==> config.mk <==
export PLATFORM = sky130hd
export DESIGN_NAME = dbd_ctrl
export DESIGN_NICKNAME = d
export VERILOG_FILES = /design/src/rtl/dbd_pkg.sv /design/src/rtl/dbd_addr_mux.sv /design/src/rtl/dbd_ctrl.sv
export SDC_FILE = /design/constraint.sdc
export NUM_CORES = 1
export LEC_CHECK = 0
export CAP_MARGIN = 20
export CORE_MARGIN = 2
export CORE_UTILIZATION = 60
export CTS_BUF_LIST = sky130_fd_sc_hd__clkbuf_4
export CTS_CLUSTER_DIAMETER = 80
export DETAILED_ROUTE_END_ITERATION = 16
export DONT_BUFFER_PORTS = 1
export PLACE_DENSITY = 0.79
export SYNTH_ARGS = -nofsm -noshare
export SYNTH_HDL_FRONTEND = slang
export SYNTH_SLANG_ARGS = --single-unit
==> constraint.sdc <==
create_clock -name SYS_CLK -period 4.8 [get_ports SYS_CLK]
set_input_delay 0.96 -clock SYS_CLK [delete_from_list [all_inputs] [get_ports SYS_CLK]]
set_output_delay 0.96 -clock SYS_CLK [all_outputs]
set_load 0.02 [all_outputs]
==> src/rtl/dbd_pkg.sv <==
package dbd_pkg;
   // register byte offsets on the APB window
   localparam logic [11:0] OFF_CFG = 12'h100;
   localparam logic [11:0] OFF_AC0 = 12'h108;
   localparam logic [11:0] OFF_MK0 = 12'h10C;
   localparam logic [11:0] OFF_AC1 = 12'h110;
   localparam logic [11:0] OFF_MK1 = 12'h114;
   localparam logic [11:0] OFF_STAT = 12'h118;
   // register select codes
   localparam logic [2:0] SEL_CFG = 3'h0;
   localparam logic [2:0] SEL_AC0 = 3'h1;
   localparam logic [2:0] SEL_MK0 = 3'h2;
   localparam logic [2:0] SEL_AC1 = 3'h3;
   localparam logic [2:0] SEL_MK1 = 3'h4;
   localparam logic [2:0] SEL_STAT = 3'h5;
   localparam logic [2:0] SEL_NONE = 3'h7;
   // configuration register
   localparam int CFG_NAM = 13;
   // address and control register fields
   localparam int AC_BA_HI = 31;
   localparam int AC_BA_LO = 18;
   localparam int AC_RE = 15;
   localparam int AC_CAS_LO = 12;
   localparam int AC_RP_LO = 10;
   localparam int AC_RNCN = 9;
   localparam int AC_RCD = 8;
   localparam int AC_EDO = 6;
   localparam int AC_PS_LO = 4;
   localparam int AC_PM_LO = 2;
   // mask and access control register fields
   localparam int MK_WP = 8;
   localparam int MK_CI = 6;
   localparam int MK_AM = 5;
   localparam int MK_SC = 4;
   localparam int MK_SD = 3;
   localparam int MK_UC = 2;
   localparam int MK_UD = 1;
   localparam int MK_V = 0;
   // writable bits and reset values
   localparam logic [31:0] CFG_WMASK = 32'h0000_2000;
   localparam logic [31:0] AC_WMASK = 32'hFFFC_BF7C;
   localparam logic [31:0] MK_WMASK = 32'hFFFC_017F;
   localparam logic [31:0] CFG_RST = 32'h0000_0000;
   localparam logic [31:0] AC_RST = 32'h0000_0000;
   localparam logic [31:0] MK_RST = 32'h0000_0000;
   // port width select codes
   localparam logic [1:0] PW_32 = 2'b00;
   localparam logic [1:0] PW_8 = 2'b01;
   // page level select codes
   localparam logic [1:0] PG_NONE = 2'b00;
   localparam logic [1:0] PG_BURST = 2'b01;
   localparam logic [1:0] PG_CONT = 2'b11;
   // operand size codes on the internal bus
   localparam logic [1:0] OP_LONG = 2'b00;
   localparam logic [1:0] OP_BYTE = 2'b01;
   localparam logic [1:0] OP_WORD = 2'b10;
   // fixed 512-byte page: page number is address bits 31..9
   localparam int PAGE_LSB = 9;

   typedef enum logic [2:0] {ST_IDLE, ST_ROW, ST_COL, ST_GAP, ST_PRE, ST_HOLD} dbd_state_e;
endpackage

==> src/rtl/dbd_addr_mux.sv <==
`timescale 1ns/1ps
`default_nettype none
module dbd_addr_mux
(
   input wire logic [31:0] addr,
   input wire logic col,
   input wire logic byte_port,
   input wire logic no_mux,
   output logic [31:0] pins
);
   logic [31:0] colv;

   genvar p;
   generate
      for (p = 0; p < 32; p++)
      begin : g_pin
         if (p >= 9 && p <= 16)
         begin : g_lo
            assign colv[p] = addr[17 - p];
         end
         else if (p >= 18 && p <= 25)
         begin : g_hi
            assign colv[p] = addr[p - 1];
         end
         else if (p == 17)
         begin : g_17
            assign colv[p] = byte_port ? addr[0] : addr[16];
         end
         else
         begin : g_keep
            assign colv[p] = addr[p];
         end
      end
   endgenerate

   // one scheme for every access mode; col, the no-mux option and the 8-bit port select (pin 17) steer it
   assign pins = (col && !no_mux) ? colv : addr;
endmodule // dbd_addr_mux
`default_nettype wire

==> src/rtl/dbd_ctrl.sv <==
// Contract
// - port width field: 00 is 32-bit, 01 is 8-bit, 10 and 11 are 16-bit
// - page field: 00 none, 01 bursts only, 11 continuous, 10 reserved
// - upper address bits with mask bit 1 are left out of the hit compare
// - hit only when all unmasked upper bits equal the programmed base
// - write-protect set makes the bank ignore writes
// - six access-type bits; a set bit stops that type hitting the bank
// - valid bit gates decoding and resets to 0
// - modes: nonpage, burst page, continuous page, extended data-out; the EDO bit is stored but drives nothing
// - drive row strobe, column strobes, read/write line, address, termination
// - one address multiplex scheme for every access mode
// - row phase: each address pin carries the same address bit
// - column phase: pins 9..16 carry bits 8..1, pins 18..25 bits 17..24
// - column phase pin 17: bit 0 on 8-bit port, else bit 16
// - page is fixed at 512 bytes for all widths and sizes
// - no-multiplex option keeps row addresses on the bus throughout
`timescale 1ns/1ps
`default_nettype none
module dbd_ctrl
   import dbd_pkg::*;
(
   input wire logic SYS_CLK,
   input wire logic SRST,
   input wire logic PSEL,
   input wire logic PENABLE,
   input wire logic PWRITE,
   input wire logic [11:0] PADDR,
   input wire logic [31:0] PWDATA,
   output logic [31:0] PRDATA,
   output logic PREADY,
   output logic PSLVERR,
   input wire logic BUS_REQ,
   input wire logic [31:0] BUS_ADDR,
   input wire logic BUS_WRITE,
   input wire logic [1:0] BUS_SIZE,
   input wire logic BUS_CPU_SPACE,
   input wire logic BUS_ALT_MASTER,
   input wire logic BUS_SUPERVISOR,
   input wire logic BUS_CODE,
   input wire logic BUS_NEXT_VALID,
   input wire logic [31:0] BUS_NEXT_ADDR,
   output logic BUS_TA,
   output logic [1:0] RAS_N,
   output logic [3:0] CAS_N,
   output logic DRAM_READ_WRITE_LINE,
   output logic [31:0] DRAM_ADDR
);
   import dbd_pkg::*;

   typedef struct packed {
      logic [31:0] cfg;
      logic [1:0][31:0] ac;
      logic [1:0][31:0] mk;
      logic rdy;
      logic err;
      logic [31:0] rdata;
      dbd_state_e st;
      logic [1:0] cnt;
      logic [4:0] beats;
      logic [31:0] addr;
      logic bank;
      logic wr;
      logic col;
      logic pend;
      logic ta;
      logic [1:0] ras_n;
      logic [3:0] cas_n;
      logic rw;
      logic [31:0] pins;
   } dbd_st_s;

   dbd_st_s q;
   dbd_st_s d;

   function automatic logic [2:0] reg_sel(input logic [11:0] a);
      unique case (a)
         OFF_CFG: reg_sel = SEL_CFG;
         OFF_AC0: reg_sel = SEL_AC0;
         OFF_MK0: reg_sel = SEL_MK0;
         OFF_AC1: reg_sel = SEL_AC1;
         OFF_MK1: reg_sel = SEL_MK1;
         OFF_STAT: reg_sel = SEL_STAT;
         default: reg_sel = SEL_NONE;
      endcase
   endfunction

   // bank hit with access qualification
   function automatic logic bank_hit(input logic [31:0] a, input logic [31:0] ac,
                                     input logic [31:0] mk, input logic wr);
      logic [AC_BA_HI:AC_BA_LO] diff;
      logic excl;
      diff = (a[AC_BA_HI:AC_BA_LO] ^ ac[AC_BA_HI:AC_BA_LO])
             & ~mk[AC_BA_HI:AC_BA_LO];
      if (BUS_CPU_SPACE)
         excl = mk[MK_CI];
      else if (BUS_ALT_MASTER)
         excl = mk[MK_AM];
      else if (BUS_SUPERVISOR)
         excl = BUS_CODE ? mk[MK_SC] : mk[MK_SD];
      else
         excl = BUS_CODE ? mk[MK_UC] : mk[MK_UD];
      bank_hit = mk[MK_V]
                 && (diff == '0)
                 && !excl
                 && !(wr && mk[MK_WP]);
   endfunction

   // log2 of port bytes
   function automatic logic [1:0] port_lg(input logic [1:0] ps);
      unique case (ps)
         PW_32: port_lg = 2'd2;
         PW_8: port_lg = 2'd0;
         default: port_lg = 2'd1;
      endcase
   endfunction

   // number of beats: operand bytes over port bytes, at least one
   function automatic logic [4:0] beat_cnt(input logic [1:0] sz, input logic [1:0] ps);
      logic [2:0] olg;
      logic [2:0] plg;
      unique case (sz)
         OP_LONG: olg = 3'd2;
         OP_BYTE: olg = 3'd0;
         OP_WORD: olg = 3'd1;
         default: olg = 3'd4;
      endcase
      plg = {1'b0, port_lg(ps)};
      beat_cnt = (olg > plg) ? 5'(5'd1 << (olg - plg)) : 5'd1;
   endfunction

   // reserved page encoding folds into no page mode
   function automatic logic [1:0] page_lvl(input logic [31:0] ac);
      unique case (ac[AC_PM_LO +: 2])
         PG_BURST: page_lvl = PG_BURST;
         PG_CONT: page_lvl = PG_CONT;
         default: page_lvl = PG_NONE;
      endcase
   endfunction

   logic [31:0] cur_ac;
   logic [31:0] cur_mk;
   logic [1:0] cur_ps;
   logic [1:0] cur_pm;
   logic [31:0] mux_pins;
   logic [3:0] lanes;

   assign cur_ac = q.ac[q.bank];
   assign cur_mk = q.mk[q.bank];
   assign cur_ps = cur_ac[AC_PS_LO +: 2];
   assign cur_pm = page_lvl(cur_ac);

   dbd_addr_mux u_mux
   (
      .addr(q.addr),
      .col(q.col),
      .byte_port(cur_ps == PW_8),
      .no_mux(q.cfg[CFG_NAM]),
      .pins(mux_pins)
   );

   always_comb
   begin
      unique case (cur_ps)
         PW_32: lanes = 4'b1111;
         PW_8: lanes = 4'b0001;
         default: lanes = 4'b0011;
      endcase
   end

   always_comb
   begin
      logic [2:0] sel;
      logic [31:0] rv;
      logic h0;
      logic h1;
      logic nxt_hit;
      logic hold_ok;
      logic [2:0] pb;
      d = q;
      sel = reg_sel(PADDR);
      rv = '0;
      h0 = bank_hit(BUS_ADDR, q.ac[0], q.mk[0], BUS_WRITE);
      h1 = bank_hit(BUS_ADDR, q.ac[1], q.mk[1], BUS_WRITE);
      nxt_hit = bank_hit(BUS_NEXT_ADDR, cur_ac, cur_mk, BUS_WRITE);
      // continuous page mode only: a valid next access to the same bank and 512-byte page keeps the row open
      hold_ok = (cur_pm == PG_CONT) && BUS_NEXT_VALID && nxt_hit
                && (BUS_NEXT_ADDR[31:PAGE_LSB] == q.addr[31:PAGE_LSB]);
      pb = 3'(3'd1 << port_lg(cur_ps));

      // APB: one wait cycle so read data comes from a register
      unique case (sel)
         SEL_CFG: rv = q.cfg;
         SEL_AC0: rv = q.ac[0];
         SEL_MK0: rv = q.mk[0];
         SEL_AC1: rv = q.ac[1];
         SEL_MK1: rv = q.mk[1];
         SEL_STAT: rv = {21'd0, q.beats, q.pend, q.col, q.bank, 3'(q.st)};
         default: rv = '0;
      endcase
      if (PSEL && PENABLE && !q.rdy)
      begin
         d.rdy = 1'b1;
         d.err = (sel == SEL_NONE);
         d.rdata = PWRITE ? '0 : rv;
      end
      else if (q.rdy)
      begin
         d.rdy = 1'b0;
         d.err = 1'b0;
         if (PSEL && PENABLE && PWRITE)
         begin
            unique case (sel)
               SEL_CFG: d.cfg = PWDATA & CFG_WMASK;
               SEL_AC0: d.ac[0] = PWDATA & AC_WMASK;
               SEL_MK0: d.mk[0] = PWDATA & MK_WMASK;
               SEL_AC1: d.ac[1] = PWDATA & AC_WMASK;
               SEL_MK1: d.mk[1] = PWDATA & MK_WMASK;
               default: d.cfg = q.cfg;
            endcase
         end
      end

      // access sequencer
      unique case (q.st)
         ST_IDLE:
         begin
            if (BUS_REQ && (h0 || h1))
            begin
               d.bank = h1 && !h0;
               d.addr = BUS_ADDR;
               d.wr = BUS_WRITE;
               d.beats = beat_cnt(BUS_SIZE, q.ac[h1 && !h0][AC_PS_LO +: 2]);
               d.st = ST_ROW;
               d.cnt = {1'b0, q.ac[h1 && !h0][AC_RCD]};
               d.col = 1'b0;
            end
         end
         ST_ROW:
         begin
            if (q.cnt == 2'd0)
            begin
               d.st = ST_COL;
               d.col = 1'b1;
               d.cnt = cur_ac[AC_CAS_LO +: 2];
            end
            else
               d.cnt = q.cnt - 2'd1;
         end
         ST_COL:
         begin
            if (q.cnt != 2'd0)
               d.cnt = q.cnt - 2'd1;
            else if (q.beats > 5'd1)
            begin
               d.beats = q.beats - 5'd1;
               d.addr = q.addr + {29'd0, pb};
               if (cur_pm != PG_NONE)
                  d.st = ST_GAP;
               else
               begin
                  // nonpage: each beat is its own row cycle
                  d.st = ST_PRE;
                  d.pend = 1'b1;
                  d.col = 1'b0;
                  d.cnt = cur_ac[AC_RP_LO +: 2];
               end
            end
            else if (hold_ok)
               d.st = ST_HOLD;
            else
            begin
               d.st = ST_PRE;
               d.pend = 1'b0;
               d.col = 1'b0;
               d.cnt = cur_ac[AC_RP_LO +: 2];
            end
         end
         ST_GAP:
         begin
            d.st = ST_COL;
            d.cnt = cur_ac[AC_CAS_LO +: 2];
         end
         ST_HOLD:
         begin
            if (BUS_REQ && bank_hit(BUS_ADDR, cur_ac, cur_mk, BUS_WRITE)
                && (BUS_ADDR[31:PAGE_LSB] == q.addr[31:PAGE_LSB]))
            begin
               d.addr = BUS_ADDR;
               d.wr = BUS_WRITE;
               d.beats = beat_cnt(BUS_SIZE, cur_ps);
               d.st = ST_COL;
               d.cnt = cur_ac[AC_CAS_LO +: 2];
            end
            else if (BUS_REQ || !BUS_NEXT_VALID)
            begin
               // page miss: precharge first, then run the request as a new row
               d.st = ST_PRE;
               d.col = 1'b0;
               d.cnt = cur_ac[AC_RP_LO +: 2];
               d.pend = BUS_REQ && (h0 || h1);
               d.bank = h1 && !h0;
               d.addr = BUS_ADDR;
               d.wr = BUS_WRITE;
               d.beats = beat_cnt(BUS_SIZE, q.ac[h1 && !h0][AC_PS_LO +: 2]);
            end
         end
         ST_PRE:
         begin
            if (q.cnt != 2'd0)
               d.cnt = q.cnt - 2'd1;
            else if (q.pend)
            begin
               d.pend = 1'b0;
               d.st = ST_ROW;
               d.cnt = {1'b0, cur_ac[AC_RCD]};
            end
            else
               d.st = ST_IDLE;
         end
      endcase

      // pin drive, one cycle behind the sequencer state
      d.ras_n = 2'b11;
      if (q.st == ST_ROW || q.st == ST_COL || q.st == ST_GAP || q.st == ST_HOLD)
         d.ras_n[q.bank] = 1'b0;
      // row strobe lifted one clock early when the row closes after this beat
      if (q.st == ST_COL && q.cnt == 2'd0 && cur_ac[AC_RNCN]
          && cur_ac[AC_CAS_LO +: 2] != 2'd0 && d.st == ST_PRE)
         d.ras_n = 2'b11;
      d.cas_n = (q.st == ST_COL) ? ~lanes : 4'b1111;
      d.ta = (q.st == ST_COL) && (q.cnt == 2'd0);
      d.rw = !((q.st != ST_IDLE) && q.wr);
      d.pins = mux_pins;
   end

   always_ff @(posedge SYS_CLK)
   begin
      if (SRST)
      begin
         q <= '0;
         q.cfg <= CFG_RST;
         q.ac <= {AC_RST, AC_RST};
         q.mk <= {MK_RST, MK_RST};
         q.st <= ST_IDLE;
         q.ras_n <= 2'b11;
         q.cas_n <= 4'b1111;
         q.rw <= 1'b1;
      end
      else
         q <= d;
   end

   assign PRDATA = q.rdata;
   assign PREADY = q.rdy;
   assign PSLVERR = q.err;
   assign BUS_TA = q.ta;
   assign RAS_N = q.ras_n;
   assign CAS_N = q.cas_n;
   assign DRAM_READ_WRITE_LINE = q.rw;
   assign DRAM_ADDR = q.pins;
endmodule // dbd_ctrl
`default_nettype wire

==> flow_metrics.tcl, run 1 <==
set metrics [dict create \
    multi_input_area_mm2 0.00669 \
    start_util_pct 61.4 \
    seqCellArea_mm2 0.00426 \
    via_per_inst 6.48 \
    drtIter0Drc 1515 \
    clockPowerShare_pct 46.3 \
    grt_first_pass_wirelength_um 57600 \
    crit_start "q[236]" \
    drtAntennaViolNets 0 \
    coreArea_mm2 0.0195 \
    power_mw 3.55 \
    drv_cap 0 \
    critPathCaptureType "register" \
    antenna_found_initial 1 \
    hold_slack_ps 362 \
    worst_path_max_delay_cell "nor4_1" \
    dp_hpwl_um 26700 \
    die_h_um 145 \
    intPower_mw 2.72 \
    layout_commonest_cell "nand2_1" \
    seq_area_frac_synth_pct 35.6 \
    fin_nets 1584 \
    hold_path.class "in -> reg" \
    syn_inst 1534 \
    start_kind "register" \
    path_clk_slew_ps 70 \
    critPathCapture "q[79]" \
    synth_edf_count 0 \
    row_count 51 \
    setup_viol 0 \
    ys_types 78 \
    power_frac_seq_pct 50.1 \
    setup_tns_ps 0 \
    ys.flop_type "dfxtp_1" \
    drt-total-wl_um 37400 \
    cts_tree "yes" \
    cp_max_fo 4 \
    slowest_delay_ps 510 \
    rsz0062_at_grt "false" \
    p_sw_share_pct 23.3 \
    pwr-share-comb_pct 3.6 \
    yosys_warnings 0 \
    cp_num_buf_inv 3 \
    ys_ff_latch 213 \
    fin_crit_sh_pct 90.0 \
    insertion_delay_ps 700 \
    timing.rr.start "q[236]" \
    p_leak_nw 4.07 \
    fin_util_pct 63.2 \
    layout-drive-gt1-share_pct 10.3 \
    numCtsBuffers 56 \
    track_usage_pct 33.8 \
    holdPathStages 1 \
    globalplace.congestion 1.02 \
    stdcell_area_mm2 0.0123 \
    grt_overflow 0 \
    clock_path_buffers 3 \
    postPlaceCellArea_mm2 0.0116 \
    wl_per_cell_um 21.3 \
    clockRootBuffer "clkbuf_4" \
    fin_crit_ps 4320 \
    r2r_slack_ps 480 \
    relSlewSlack_pct 22.4 \
    critPathArrivalTime_ps 4930 \
    crit_path_cell_trace "xnor2_1, o22ai_1, nor4_1, buf_4, nand3_1, nand2b_1, mux2i_1, inv_1, ha_1, fa_1, xnor2_1, a2111oi_0, buf_4, nand2_1, mux2_2, a221o_1, a21oi_1" \
    first_pass_iters 8 \
    fp.dieW_um 145 \
    syn_avg_cell_area_um2 7.81 \
    crit_family "compound AO/OA/AOI/OAI gates" \
    maxSlewViolCount 0 \
    mostFrequentLayoutCells "314 x nand2_1, 213 x dfxtp_1, 159 x a21oi_1, 100 x xnor2_1, 86 x nor2_1" \
    first_global_vias 10500 \
    hold_buffers 0 \
    fillers 1766 \
    areaGrowthSynthToFinish_pct 3.01 \
    drc 0 \
    grt_max_degree 209 \
    worstReg2RegEnd "q[79]" \
    hold_violations 0 \
    status "finished clean" \
    required_ps 5420 \
    crit_type "reg -> reg" \
    io_pins 196 \
    io_buffer_count 0 \
    fin_skew_ps 34.0 \
    die_area_mm2 0.0211 \
    htree_num_levels 2 \
    power.switching_mw 0.828 \
    p_per_area_mw_per_mm2 288 \
    clock_sinks 213 \
    path_depth 17 \
    syn-cell-area_mm2 0.0120 \
    r2r_cells 17 \
    ir_worst_vdd_v 0.000253 \
    fmax_mhz 231 \
    synthArstFlopShare_pct 0 \
    post_cts_buffers 0 \
    min_from "SRST" \
    ctsResizeCount 0 \
    vias 11400 \
    tightest_slew_ps 1160 \
]
cell families after synthesis:
kind of cell | share of synthesized area (%)
flip-flops | 35.6
XOR/XNOR | 8.84
other | 0.0313
buffers and inverters | 8.82
AO/OA/AOI/OAI | 21.4
AND/OR/NAND/NOR | 21.7
multiplexers | 2.07
adder cells (fa/ha/maj) | 1.55
state kept, by name, indices dropped and copies added, names as in the netlist, 2 cells and up:
signal     flops
PRDATA        29
RAS_N          2
q            143
CAS_N          3
DRAM_ADDR     32
metrics by stage:
| step | setup slack, ps | cells |
|---|---|---|
| floorplan | 186 | 1536 |
| global placement | 64.0 | 1655 |
| detailed placement | -69.5 | 1655 |
| CTS | 539 | 1752 |
| global route | 249 | 1754 |
| finish | 480 | 1754 |
power groups by stage:
stage               logic, mW  registers (mW)  clock network (mW)
floorplan               0.136            1.81                   0
global placement        0.122            1.82                   0
detailed placement      0.124            1.82                   0
CTS                     0.125            1.78                1.67
global route            0.137            1.78                1.77
finish                  0.128            1.78                1.65
cell type report:
class	instances	area share (%)
Sequential cell	213	34.5
Clock inverter	14	0.912
Tap cell	265	2.69
Antenna cell	1	0.0203
Multi-Input combinational cell	1127	54.2
Timing Repair Buffer	34	2.07
Inverter	17	0.517
Clock buffer	83	5.05
Yosys cell counts, drive strengths merged (3+ instances only):
| cell | number | area share, % |
|---|---|---|
| nand2 | 315 | 9.9 |
| dfxtp | 213 | 36 |
| a21oi | 160 | 6.7 |
| xnor2 | 100 | 7.3 |
| buf | 91 | 5.5 |
| nor2 | 90 | 2.9 |
| clkbuf | 88 | 2.8 |
| a22oi | 61 | 3.8 |
| o21ai | 39 | 1.6 |
| nor3 | 36 | 1.5 |
| o22ai | 32 | 1.7 |
| nor2b | 24 | 1.3 |
| xor2 | 21 | 1.5 |
| nand4 | 19 | 1.1 |
| inv | 17 | 0.53 |
| nand3 | 17 | 0.71 |
| nor4 | 16 | 1.0 |
| a221oi | 15 | 1.1 |
| and2 | 13 | 0.68 |
| a31oi | 12 | 0.63 |
| nand2b | 12 | 0.63 |
| a211oi | 10 | 0.81 |
| a222oi | 10 | 0.84 |
| ha | 10 | 1.0 |
| mux2i | 10 | 0.94 |
| o2bb2ai | 7 | 0.51 |
| and3 | 6 | 0.31 |
| mux2 | 6 | 0.56 |
| o211ai | 6 | 0.38 |
| a211o | 5 | 0.37 |
| a21o | 5 | 0.31 |
| a22o | 5 | 0.37 |
| a311oi | 5 | 0.37 |
| nor3b | 5 | 0.31 |
| or2 | 5 | 0.26 |
| a221o | 4 | 0.33 |
| or3 | 4 | 0.21 |
| and4 | 3 | 0.22 |
| fa | 3 | 0.50 |
| mux4 | 3 | 0.56 |
| o31ai | 3 | 0.19 |
metal layers:
metal	wire length, um	global-route usage [%]	part of all wire (%)	vias up
met5	0	0	0	-
met2	16700	52.8	45	769
met4	1430	13.4	3.8	0
li1	-	-	-	5177
met3	5020	8.62	13	141
met1	14200	45.0	38	5271
worst register-to-register path: cells and delay by family (launching register included):
family / cells / cell delay [ps]
adders and majority gates: 2 / 630
DFF: 1 / 480
xor gates and xnor gates: 2 / 320
AOI/OAI and AO/OA: 4 / 1000
buffers and inverters: 3 / 480
and+or+nand+nor: 4 / 860
muxes: 2 / 520
how the worst min path moves through the flow:
| stage | endpoint | slack (ps) |
|---|---|---|
| floorplan | DRAM_READ_WRITE_LINE | 370 |
| global placement | DRAM_READ_WRITE_LINE | 380 |
| detailed placement | DRAM_READ_WRITE_LINE | 390 |
| CTS | DRAM_ADDR[5] | 340 |
| global route | DRAM_ADDR[20] | 320 |
| finish | DRAM_ADDR[5] | 360 |
(Power assumes the default switching activity.)
==> run 2: changes to the inputs <==
--- a/config.mk
+++ b/config.mk
@@ -6,13 +6,16 @@
 export NUM_CORES = 1
 export LEC_CHECK = 0
 export CAP_MARGIN = 20
+export CELL_PAD_IN_SITES_DETAIL_PLACEMENT = 0
+export CELL_PAD_IN_SITES_GLOBAL_PLACEMENT = 1
 export CORE_MARGIN = 2
-export CORE_UTILIZATION = 60
+export CORE_UTILIZATION = 44
 export CTS_BUF_LIST = sky130_fd_sc_hd__clkbuf_4
 export CTS_CLUSTER_DIAMETER = 80
 export DETAILED_ROUTE_END_ITERATION = 16
 export DONT_BUFFER_PORTS = 1
-export PLACE_DENSITY = 0.79
+export GPL_TIMING_DRIVEN = 1
+export PLACE_DENSITY_LB_ADDON = 0.1
 export SYNTH_ARGS = -nofsm -noshare
 export SYNTH_HDL_FRONTEND = slang
 export SYNTH_SLANG_ARGS = --single-unit
==> run 2 against run 1 <==
  * Clock power fell by 4%
  * Fmax fell by 1.6%
  * First-iteration DRC count fell by 45%
  * Hold slack got worse by 48 ps
  * Register-to-register slack got worse by 70 ps
  * Worst setup slack got worse by 72 ps
  * Critical path depth did not move
  * Cell area rose by 0.86%
  * Global-route usage fell by 5.6 points
  * Non-clock buffer count rose by 3
  * Critical path type unchanged
  * Highest routed layer unchanged
==> flow_metrics.tcl, run 2 (same netlist as run 1, synthesis figures left out) <==
set metrics [dict create \
    status "finished clean" \
    io_buffer_count 0 \
    numCtsBuffers 58 \
    drt-total-wl_um 41000 \
    setup_viol 0 \
    htree_num_levels 2 \
    layout_commonest_cell "nand2_1" \
    ctsResizeCount 0 \
    row_count 60 \
    largest_reg_flops 143 \
    hold_violations 0 \
    p_per_area_mw_per_mm2 280 \
    drtAntennaViolNets 0 \
    rsz0062_at_grt "false" \
    fin_crit_ps 4390 \
    first_global_vias 10300 \
    mostFrequentLayoutCells "314 x nand2_1, 213 x dfxtp_1, 159 x a21oi_1, 100 x xnor2_1, 86 x nor2_1" \
    fin_nets 1589 \
    grt-busiest-layer "met2" \
    crit_type "reg -> reg" \
    globalplace.congestion 0.903 \
    insertion_delay_ps 720 \
    use_met1_pct 38.5 \
    post_cts_buffers 0 \
    start_kind "register" \
    fp.dieW_um 169 \
    tightest_slew_ps 996 \
    relSlewSlack_pct 33.4 \
    multi_input_area_mm2 0.00670 \
    critPathCaptureType "register" \
    setup_ws_ps 409 \
    antenna_found_initial 1 \
    coreArea_mm2 0.0269 \
    dp_hpwl_um 29300 \
    seqCellArea_mm2 0.00426 \
    io_pins 196 \
    via_per_inst 5.89 \
    track_usage_pct 28.2 \
    grt_max_degree 209 \
    power_mw 3.49 \
    maxSlewViolCount 0 \
    critPathArrivalTime_ps 5030 \
    use_met2_pct 43.3 \
    clock_sinks 213 \
    ir_worst_vdd_v 0.000167 \
    start_util_pct 44.6 \
    cts_tree "yes" \
    vias 10800 \
    grt_overflow 0 \
    r2r_slack_ps 410 \
    regMostFlops "q" \
    required_ps 5440 \
    setup_tns_ps 0 \
    fin_skew_ps 35.7 \
    preCtsSetupSlack_ps -25.6 \
    drtIter0Drc 833 \
    first_pass_iters 5 \
    fillers 2804 \
    cp_max_fo 4 \
    path_clk_slew_ps 70 \
    drv_cap 0 \
    grtUsageMet3_pct 7.34 \
    areaGrowthSynthToFinish_pct 3.89 \
    hold_buffers 0 \
    fin_crit_sh_pct 91.5 \
    die_h_um 169 \
    p_leak_nw 4.08 \
    drc 0 \
    grt_first_pass_wirelength_um 62100 \
    fmax_mhz 228 \
    layout-drive-gt1-share_pct 10.7 \
    clockRootBuffer "clkbuf_4" \
    die_area_mm2 0.0286 \
    hold_path.class "in -> reg" \
    wl_per_cell_um 22.3 \
    clock_path_buffers 3 \
]
run 2: cell count changes in the layout (fill, tap and decap cells not counted):
cell	change
clkinv_1	+3
clkinv_2	+3
buf_4	+2
bufinv_16	-2
buf_8	+1
clkbuf_4	-1
clkinvlp_4	+1
inv_6	+1
nor4bb_1	-1
nor4bb_2	+1
run 2: final cells by class:
class | instances | share of cell area [%]
sequential | 213 | 34.2
tap | 341 | 3.43
timing repair buffer | 37 | 2.29
clock buffer | 82 | 4.94
antenna | 1 | 0.0201
inverter | 17 | 0.513
multi-input combinational | 1127 | 53.8
clock inverter | 20 | 0.764
run 2: worst max-delay path, cell delays in order (launching register included):
cell	delay [ps]
dfxtp_1	480
xnor2_1	160
o22ai_1	110
nor4_1	520
buf_4	220
nand3_1	70
nand2b_1	210
mux2i_1	240
inv_1	70
ha_1	210
fa_1	420
xnor2_1	170
a2111oi_0	450
buf_4	190
nand2_1	50
mux2_2	260
a221o_1	340
a21oi_1	120
run 2: metal layers:
layer  up-vias  routed length (um)
met5         -                   0
met4         0                1170
met3        86                3450
met2       440               18100
met1      5116               18300
li1       5192                   -
run 2: per-stage QoR:
step	instances	hold slack (ps)	utilization (%)	instance area [um2]
finish	1838	314	46.3	12500
global route	1838	288	46.3	12500
CTS	1837	292	46.3	12400
detailed placement	1735	380	43.7	11700
global placement	1734	383	43.6	11700
floorplan	1536	368	-	12000
run 2: worst paths after layout:
kind / from / end / cells after the start
max: q[241] / q[79] / 17
min: SRST / DRAM_ADDR[0] / 1
max reg2reg: q[241] / q[79] / 17
min reg2reg: q[42] / DRAM_READ_WRITE_LINE / 1
run 2: where the power goes:
part           total (mW)  internal [mW]  switching, mW
registers            1.78           1.77        0.00842
clock network        1.58          0.790          0.792
logic               0.127         0.0603         0.0670
==> run 3: changes to the inputs <==
--- a/config.mk
+++ b/config.mk
@@ -8,6 +8,7 @@
 export CAP_MARGIN = 20
 export CELL_PAD_IN_SITES_DETAIL_PLACEMENT = 0
 export CELL_PAD_IN_SITES_GLOBAL_PLACEMENT = 1
+export CORE_ASPECT_RATIO = 0.5
 export CORE_MARGIN = 2
 export CORE_UTILIZATION = 44
 export CTS_BUF_LIST = sky130_fd_sc_hd__clkbuf_4
==> run 3 against run 2 <==
  * Combinational power grew 3%
  * Register-to-register slack lost 40 ps
  * Non-clock buffer count up 3
  * Count of clock-buffer cells in the layout decreased by 9
  * Final cell count is 0.22% higher
  * Clock skew rose by 3.9 ps
  * Sequential share of layout area increased by 0.15 points
  * Via count increased by 2.9%
  * Worst setup slack lost 44 ps
  * Largest power group unchanged
==> flow_metrics.tcl, run 3 (same netlist as run 1, synthesis figures left out) <==
set metrics [dict create \
    status "finished clean" \
    p_sw_share_pct 25.8 \
    required_ps 5450 \
    use_met2_pct 43.3 \
    vias 11100 \
    p_per_area_mw_per_mm2 275 \
    antenna_found_initial 2 \
    holdPathStages 1 \
    power_frac_seq_pct 52.1 \
    clockPowerShare_pct 44.1 \
    use_met1_pct 44.2 \
    min_from "SRST" \
    r2r_slack_ps 370 \
    crit_start "q[243]" \
    die_area_mm2 0.0287 \
    start_kind "register" \
    tightest_slew_ps 860 \
    io_buffer_count 0 \
    grt_overflow 0 \
    critPathArrivalTime_ps 5080 \
    maxSlewViolCount 0 \
    die_h_um 121 \
    insertion_delay_ps 740 \
    first_global_vias 10500 \
    setup_ws_ps 365 \
    areaGrowthSynthToFinish_pct 3.43 \
    start_util_pct 45.1 \
    drt-total-wl_um 43900 \
    ctsResizeCount 0 \
    power.switching_mw 0.881 \
    hold_violations 0 \
    grt_first_pass_wirelength_um 65700 \
    fin_crit_sh_pct 92.4 \
    drtIter0Drc 1365 \
    grt-busiest-layer "met1" \
    fin_nets 1585 \
    cp_max_fo 4 \
    row_count 42 \
    via_per_inst 6.05 \
    ir_worst_vdd_v 0.000162 \
    htree_num_levels 2 \
    grt_max_degree 209 \
    clock_sinks 213 \
    path_clk_slew_ps 80 \
    track_usage_pct 30.2 \
    cts_tree "yes" \
    hold_buffers 0 \
    rsz0062_at_grt "false" \
    relSlewSlack_pct 42.5 \
    layout-drive-gt1-share_pct 10.1 \
    largest_reg_flops 143 \
    drc 0 \
    drtAntennaViolNets 0 \
    setup_viol 0 \
    post_cts_buffers 0 \
    fin_skew_ps 39.7 \
    fp.dieW_um 237 \
    wl_per_cell_um 23.8 \
    r2r_cells 17 \
    hold_end "q[209]" \
    numCtsBuffers 51 \
    hold_slack_ps 319 \
    crit_type "reg -> reg" \
    p_leak_nw 4.03 \
    fmax_mhz 225 \
    globalplace.congestion 0.910 \
    timing.rr.start "q[243]" \
    worstReg2RegEnd "q[79]" \
    critPathCaptureType "register" \
    mostFrequentLayoutCells "314 x nand2_1, 213 x dfxtp_1, 159 x a21oi_1, 100 x xnor2_1, 86 x nor2_1" \
    clockRootBuffer "clkbuf_4" \
    hold_path.class "in -> reg" \
    regMostFlops "q" \
    drv_cap 0 \
    dp_hpwl_um 30700 \
    preCtsSetupSlack_ps -177 \
    layout_commonest_cell "nand2_1" \
    fin_util_pct 46.6 \
    intPower_mw 2.53 \
    coreArea_mm2 0.0266 \
    io_pins 196 \
    grtUsageMet3_pct 8.40 \
    pwr-share-comb_pct 3.8 \
    clock_path_buffers 3 \
    power_mw 3.41 \
    fin_crit_ps 4430 \
    first_pass_iters 6 \
]
## run 3: cell count changes in the layout (fill, tap and decap cells not counted), sizes merged
| cell | before | now |
|---|---|---|
| clkinvlp | 1 | 2 |
| diode | 1 | 2 |
| clkinv | 18 | 15 |
| buf | 37 | 40 |
| clkbuf | 82 | 73 |
## run 3: metal layers
metal	wire, um	up-vias
met2	18000	551
met5	0	-
met1	20600	5359
li1	-	5170
met3	4500	67
met4	721	0
## run 3: layout make-up
class | count | area, um2
Inverter | 17 | 63.8
Fill cell | 2728 | 14200
Tap cell | 352 | 440
Timing Repair Buffer | 40 | 300
Sequential cell | 213 | 4260
Clock buffer | 73 | 548
Clock inverter | 18 | 76.3
Multi-Input combinational cell | 1127 | 6700
Antenna cell | 2 | 5.00
## run 3: worst max path at each step
stage,to,depth (start not counted)
after global placement,q[79],16
after CTS,q[79],16
after detailed placement,q[79],16
after floorplan,q[79],16
final,q[79],17
after global routing,q[79],16
## run 3: power groups by stage
stage               Combinational (mW)  Sequential, mW  Clock (mW)
floorplan                        0.136            1.81           0
global route                     0.143            1.78        1.63
global placement                 0.127            1.82           0
detailed placement               0.128            1.82           0
finish                           0.131            1.78        1.50
CTS                              0.129            1.78        1.53
## run 3: through the flow
stage / area, um2 / TNS [ps] / cells
2_1_floorplan: 12000 / 0 / 1536
3_3_place_gp: 11800 / -89.3 / 1749
3_5_place_dp: 11800 / -177 / 1749
4_1_cts: 12400 / 0 / 1840
5_1_grt: 12400 / 0 / 1842
6_report: 12400 / 0 / 1842
## run 3: critical path, stage by stage (launching register included)
cell and delay [ps]:
dfxtp_1 350, xnor2_1 240, o22ai_1 170, nor4_1 450
buf_4 210, nand3_1 80, nand2b_1 250, mux2i_1 290
inv_1 70, ha_1 210, fa_1 410, xnor2_1 160
a2111oi_0 490, buf_4 200, nand2_1 40, mux2_2 260
a221o_1 350, a21oi_1 120
